[src/hdl/eoc_pkg.sv]
// Constants and types for the external oscillator control block.
// Assumes an SFR bus with page select, address, write and read strobes.
package eoc_pkg;

   // ==========================================================
   // Register location
   localparam logic [7:0] EXT_OSC_CONTROL_ADDR = 8'h9F;
   localparam logic [7:0] EXT_OSC_CONTROL_PAGE = 8'h0F;
   localparam logic [7:0] EXT_OSC_CONTROL_RST  = 8'h00;

   // ==========================================================
   // Field positions
   localparam int VALID_BIT  = 7;
   localparam int MODE_HI    = 6;
   localparam int MODE_LO    = 4;
   localparam int FREQ_HI    = 2;
   localparam int FREQ_LO    = 0;

   // ==========================================================
   // Mode encodings
   localparam logic [2:0] MODE_OFF0     = 3'h0;
   localparam logic [2:0] MODE_OFF1     = 3'h1;
   localparam logic [2:0] MODE_CMOS     = 3'h2;
   localparam logic [2:0] MODE_CMOS_DIV = 3'h3;
   localparam logic [2:0] MODE_RC       = 3'h4;
   localparam logic [2:0] MODE_CAP      = 3'h5;
   localparam logic [2:0] MODE_XTAL     = 3'h6;
   localparam logic [2:0] MODE_XTAL_DIV = 3'h7;
   localparam logic [2:0] FREQ_LOWEST   = 3'h0;

   // Decoded oscillator kind
   typedef enum logic [2:0]
   {
      EOC_OFF,
      EOC_CMOS,
      EOC_RC,
      EOC_CAP,
      EOC_XTAL
   } eoc_kind_t;

   // Controls handed to the analog drive circuit
   typedef struct packed
   {
      logic       osc_enable;
      eoc_kind_t  kind;
      logic       div2;
      logic       use_pin_in;
      logic       use_pin_out;
      logic [2:0] freq;
   } eoc_drive_t;

endpackage

[src/hdl/eoc_ext_osc_control.sv]
// External oscillator control register and drive-circuit decode.
// Assumes an SFR bus synchronous to sys_clk_i; analog status inputs are
// already synchronous to sys_clk_i.
module eoc_ext_osc_control
(
   // Clock and reset
   input  wire logic               sys_clk_i,
   input  wire logic               sys_rst_i,
   // SFR bus
   input  wire logic [7:0]         sfr_page_i,
   input  wire logic [7:0]         sfr_addr_i,
   input  wire logic               sfr_wr_i,
   input  wire logic               sfr_rd_i,
   input  wire logic [7:0]         sfr_wdata_i,
   output logic      [7:0]         sfr_rdata_o,
   output logic                    sfr_hit_o,
   // Analog amplitude detector
   input  wire logic               amp_stable_i,
   // Drive circuit controls
   output eoc_pkg::eoc_drive_t     drive_o
);

   // ==========================================================
   // Address decode
   // Register fields and the page and address match
   logic       sel;
   logic [2:0] ext_osc_mode_select;
   logic [2:0] ext_osc_freq_control;
   logic       crystal_valid_flag;

   // Register selected on the right page and address
   function automatic logic hit(input logic [7:0] page, input logic [7:0] addr);
      return (page == eoc_pkg::EXT_OSC_CONTROL_PAGE) &&
             (addr == eoc_pkg::EXT_OSC_CONTROL_ADDR);
   endfunction

   // True for crystal encodings 11x
   function automatic logic is_xtal(input logic [2:0] m);
      return (m == eoc_pkg::MODE_XTAL) || (m == eoc_pkg::MODE_XTAL_DIV);
   endfunction

   // Hit flags an access to this register in the current cycle
   assign sel       = hit(sfr_page_i, sfr_addr_i);
   assign sfr_hit_o = sel & (sfr_wr_i | sfr_rd_i);

   // ==========================================================
   // Writable fields
   always_ff @(posedge sys_clk_i or posedge sys_rst_i)
   begin
      if (sys_rst_i)
      begin
         // Clear leaves the oscillator off
         ext_osc_mode_select  <= eoc_pkg::EXT_OSC_CONTROL_RST[eoc_pkg::MODE_HI:eoc_pkg::MODE_LO];
         ext_osc_freq_control <= eoc_pkg::EXT_OSC_CONTROL_RST[eoc_pkg::FREQ_HI:eoc_pkg::FREQ_LO];
      end
      else if (sel && sfr_wr_i)
      begin
         // Bits 7 and 3 of the write are dropped
         ext_osc_mode_select  <= sfr_wdata_i[eoc_pkg::MODE_HI:eoc_pkg::MODE_LO];
         ext_osc_freq_control <= sfr_wdata_i[eoc_pkg::FREQ_HI:eoc_pkg::FREQ_LO];
      end
   end

   // ==========================================================
   // Crystal valid flag, only reported in crystal modes
   // Gating by mode stops a stale amplitude reading as valid
   always_ff @(posedge sys_clk_i or posedge sys_rst_i)
   begin
      if (sys_rst_i)
         crystal_valid_flag <= 1'b0;
      else
         crystal_valid_flag <= amp_stable_i & is_xtal(ext_osc_mode_select);
   end

   // ==========================================================
   // Read data, registered; bit 3 reads zero
   // Zero between reads so a stray sample sees nothing
   always_ff @(posedge sys_clk_i or posedge sys_rst_i)
   begin
      if (sys_rst_i)
         sfr_rdata_o <= eoc_pkg::EXT_OSC_CONTROL_RST;
      else if (sel && sfr_rd_i)
         sfr_rdata_o <= {crystal_valid_flag, ext_osc_mode_select, 1'b0,
                         ext_osc_freq_control};
      else
         sfr_rdata_o <= eoc_pkg::EXT_OSC_CONTROL_RST;
   end

   // ==========================================================
   // Mode decode to drive-circuit controls
   eoc_pkg::eoc_drive_t next_drive;

   always_comb
   begin
      next_drive      = '0;
      next_drive.freq = ext_osc_freq_control;
      case (ext_osc_mode_select)
         eoc_pkg::MODE_OFF0,
         eoc_pkg::MODE_OFF1:     next_drive.kind = eoc_pkg::EOC_OFF;
         eoc_pkg::MODE_CMOS:     next_drive.kind = eoc_pkg::EOC_CMOS;
         eoc_pkg::MODE_CMOS_DIV:
         begin
            next_drive.kind = eoc_pkg::EOC_CMOS;
            next_drive.div2 = 1'b1;
         end
         eoc_pkg::MODE_RC:       next_drive.kind = eoc_pkg::EOC_RC;
         eoc_pkg::MODE_CAP:      next_drive.kind = eoc_pkg::EOC_CAP;
         eoc_pkg::MODE_XTAL:     next_drive.kind = eoc_pkg::EOC_XTAL;
         default:
         begin
            next_drive.kind = eoc_pkg::EOC_XTAL;
            next_drive.div2 = 1'b1;
         end
      endcase
      next_drive.osc_enable  = (next_drive.kind != eoc_pkg::EOC_OFF);
      next_drive.use_pin_out = next_drive.osc_enable;
      next_drive.use_pin_in  = (next_drive.kind == eoc_pkg::EOC_XTAL);
   end

   // Drive controls from flip-flops
   // Registered so the analog side never sees decode glitches
   always_ff @(posedge sys_clk_i or posedge sys_rst_i)
   begin
      if (sys_rst_i)
         drive_o <= '0;
      else
         drive_o <= next_drive;
   end
endmodule

[config.mk]
export PLATFORM = sky130hd
export DESIGN_NAME = eoc_ext_osc_control
export DESIGN_NICKNAME = d
export VERILOG_FILES = /design/src/hdl/eoc_pkg.sv /design/src/hdl/eoc_ext_osc_control.sv
export SDC_FILE = /design/constraint.sdc
export NUM_CORES = 1
export LEC_CHECK = 0
export BUFFER_PORTS_ARGS = -buffer_cell sky130_fd_sc_hd__buf_2
export CAP_MARGIN = 15
export CORE_ASPECT_RATIO = 0.8
export CORE_UTILIZATION = 38
export CTS_CLUSTER_DIAMETER = 120
export DETAILED_ROUTE_END_ITERATION = 12
export GPL_TIMING_DRIVEN = 0
export PLACE_DENSITY_LB_ADDON = 0.2
export SLEW_MARGIN = 5
export SYNTH_ARGS = -nofsm -noshare
export SYNTH_HDL_FRONTEND = slang
export SYNTH_SLANG_ARGS = --single-unit
[constraint.sdc]
create_clock -name sys_clk_i -period 2 [get_ports sys_clk_i]
set_clock_uncertainty 0.2 [all_clocks]
set_input_delay 0.6 -clock sys_clk_i [delete_from_list [all_inputs] [get_ports sys_clk_i]]
set_output_delay 0.6 -clock sys_clk_i [all_outputs]
set_load 0.02 [all_outputs]
==> run_results.csv <==
group,metric,value,unit
run_status,status,"complete, but fails checks",
run_status,failed_checks,"setup timing",
yosys,ys_warn_count,0,
place,gp_congestion,0.6377,
global_route,track_usage,0.1462,
timing,fmax,0.4299,GHz
yosys,synth-seq-area-share,0.6241,
yosys,synth_common_cells,"22 x dfrtp_1, 8 x and3_1, 6 x mux2_4",
timing,whs,0.2104,ns
drt,drtAntennaViolNets,0,
critical_path,slowest_stage,"nor4_4",
timing,slew_viol_final,0,
final_layout,fillers,196,
global_route,grt_max_degree,23,
critical_path,worstPathRequired,1.20,ns
drt,wl_per_cell,12.05,um
pwr,power_switching,146.0,uW
clock_tree,cts_buffer_depth,2,
die,core,2177,sq um
clock_tree,cts_root_buf,"clkbuf_4",
yosys,synth_area_leader_cell,"dfrtp_1",
final_layout,drive_gt1_frac,0.6389,
place,place_hpwl,1223,um
drt,firstDrtPassIters,4,
clock_tree,path_clk_slew,0.11,ns
critical_path,r2r-start,"ext_osc_mode_select[2]",
yosys,synth_edf_count,0,
yosys,synth.area.top_cells,"dfrtp_1 62%, mux2_4 10%, and3_1 5.7%",
critical_path,crit_chain,"buf_6 -> nand4bb_4 -> nor4_4 -> o21a_2 -> buf_6",
critical_path,arrival,1.53,ns
global_route,grt_pass1_vias,601,
run,drv_cap,0,
timing,setup_viol,1,
min_path,hold_path_startpoint,"ext_osc_freq_control[0]",
timing,worst_pin_slew,0.7964,ns
critical_path,cp_common_cell,"buf_6",
drt,routed_wl,1602,um
place,io_buffers,44,
die,die_area,2519,sq um
pwr,ir_worst_vdd,0.4089,mV
yosys,ys_async_sr_fraction,1.000,
critical_path,worstSetupStartpoint,"sfr_addr_i[5]",
pwr,power_frac_comb,0.085,
drt,drtIter0Drc,10,
global_route,grt_pass1_wl,2780,um
place,post-place-ws,-0.5932,ns
critical_path,path_delay_family,"simple AND/OR/NAND/NOR gates",
yosys,synthCells,56,
yosys,ys.flop_type,"dfrtp_1",
pwr,pwr-share-seq,0.642,
critical_path,cp_max_fo,2,
timing,finalCritPeriodShare,1.163,
timing,slew_headroom,0.4685,
drt,drc,0,
critical_path,critPathBufInv,2,
clock_tree,cts_sinks,22,
clock_tree,clock_latency,0.29,ns
clock_tree,cts_hold_buf,0,
drt,via_per_inst,4.669,
critical_path,crit_type,"input pin to output pin",
clock_tree,h-tree-depth,1,
critical_path,startpoint_type,"input pin",
yosys,netlist.area_leader.share,0.6241,
yosys,synth_nets,85,
timing,rsz0062_at_grt,"yes",
clock_tree,cts_buffers,3,
critical_path,cpPeakStageDelay,0.31,ns
drt,num_vias,621,
global_route,antenna_found_initial,0,
timing,period_needed,2.326,ns
pwr,p_per_area,558.9,nW/um^2
final_layout,area_delta_synth_final,40.43,%
clock_tree,cts_tree,"done",
final_layout,nets,139,
yosys,syn_area,882.1,sq um
global_route,grt-ovfl-total,0,
yosys,ys_seq_elements,22,
timing,fin_ws,-0.3261,ns
pwr,swShare,0.2110,
die,ioPinCount,48,
critical_path,crit_path_end_kind,"output pin",
die,rows,15,
die,initial_core_util,0.4052,
yosys,synth.most_common_cell,"dfrtp_1",
pwr,p_leak,0.0007682,uW
die,die_y,45.10,um
min_path,hold_class,"flop to flop",
pwr,clockPowerShare,0.273,
yosys,yosysUniqueCellTypes,19,
final_layout,n_antenna_cell,0,
yosys,syn_avg_cell_area,15.75,sq um
timing,setup_tns,-0.3261,ns
timing,finalHoldViolations,0,
pwr,p_int,546.3,uW
die,die_width,55.87,um
final cells by class:
type,count,area (sq um),area share
Buffer,3,22.52,0.01818
Clock buffer,3,22.52,0.01818
Inverter,2,7.507,0.006061
Multi-Input combinational cell,29,327.8,0.2646
Sequential cell,22,550.5,0.4444
Tap cell,25,31.28,0.02525
Timing Repair Buffer,49,276.5,0.2232
placed cells by master, fill, tap and decap left out:
cell type,netlist,routed
nand2_4,1,1
mux2_4,6,6
nand2_1,1,1
o21ai_0,1,1
nor2b_1,1,1
and2_1,2,2
clkbuf_4,0,3
o21a_2,0,1
nand4b_1,1,1
buf_2,0,41
buf_6,0,3
and3_1,8,8
dfrtp_1,22,22
conb_1,1,1
nor4_4,1,2
buf_4,3,8
inv_1,2,2
or2_2,1,1
nand4b_4,1,1
nand4bb_4,1,2
stage by stage:
stage,cell area (sq um),total power (uW),instances,util
final,1239,692.3,133,0.5690
after global routing,1239,724.5,133,0.5690
after CTS,1202,695.8,129,0.5523
after detailed placement,1160,508.4,125,0.5328
after global placement,1160,506.4,125,0.5328
after floorplan,908.4,474.5,56,-
state kept, by name, summed over array words and instances (netlist names):
signal,flops
ext_osc_freq_control,3
drive_o,8
ext_osc_mode_select,3
sfr_rdata_o,7
crystal_valid_flag,1
layer usage:
| metal | vias up | GRT usage | wire length, um |
|---|---|---|---|
| li1 | 297 | - | - |
| met1 | 299 | 0.1738 | 638 |
| met2 | 23 | 0.2578 | 833 |
| met3 | 2 | 0.06017 | 121 |
| met4 | 0 | 0.02927 | 9 |
| met5 | - | 0 | 0 |
timing repair:
| action | CTS | global route |
|---|---|---|
| pin swaps | 2 | 2 |
| gates resized for setup | 3 | 1 |
| setup endpoints to repair | 1 | 1 |
| setup buffers | 1 | 4 |
kinds of logic after synthesis:
family          count (synthesis)  synth area share
flops                          22            0.6241
simple gates                   20            0.2213
other cells                     1          0.004251
mux                             6            0.1021
compound gates                  2           0.01418
buf+inv                         5           0.03404
power groups by stage:
stage / logic [uW] / clock network [uW] / registers [uW]
floorplan: 21.0 / 0 / 453
global placement: 53.0 / 0 / 453
detailed placement: 55.0 / 0 / 453
CTS: 56.2 / 195 / 445
global route: 65.9 / 214 / 445
finish: 58.6 / 189 / 445
worst paths after layout:
kind | endpoint | slack (ns) | cells past startpoint
hold reg to reg | drive_o[0] | 0.21 | 0
max in group asynchronous | ext_osc_freq_control[0] | 0.87 | 2
setup / recovery | sfr_hit_o | -0.33 | 5
min in group asynchronous | drive_o[1] | 0.24 | 2
setup reg to reg | drive_o[6] | 0.92 | 3
hold / removal | drive_o[0] | 0.21 | 0
Note: power is estimated with default switching activity, not from simulation.
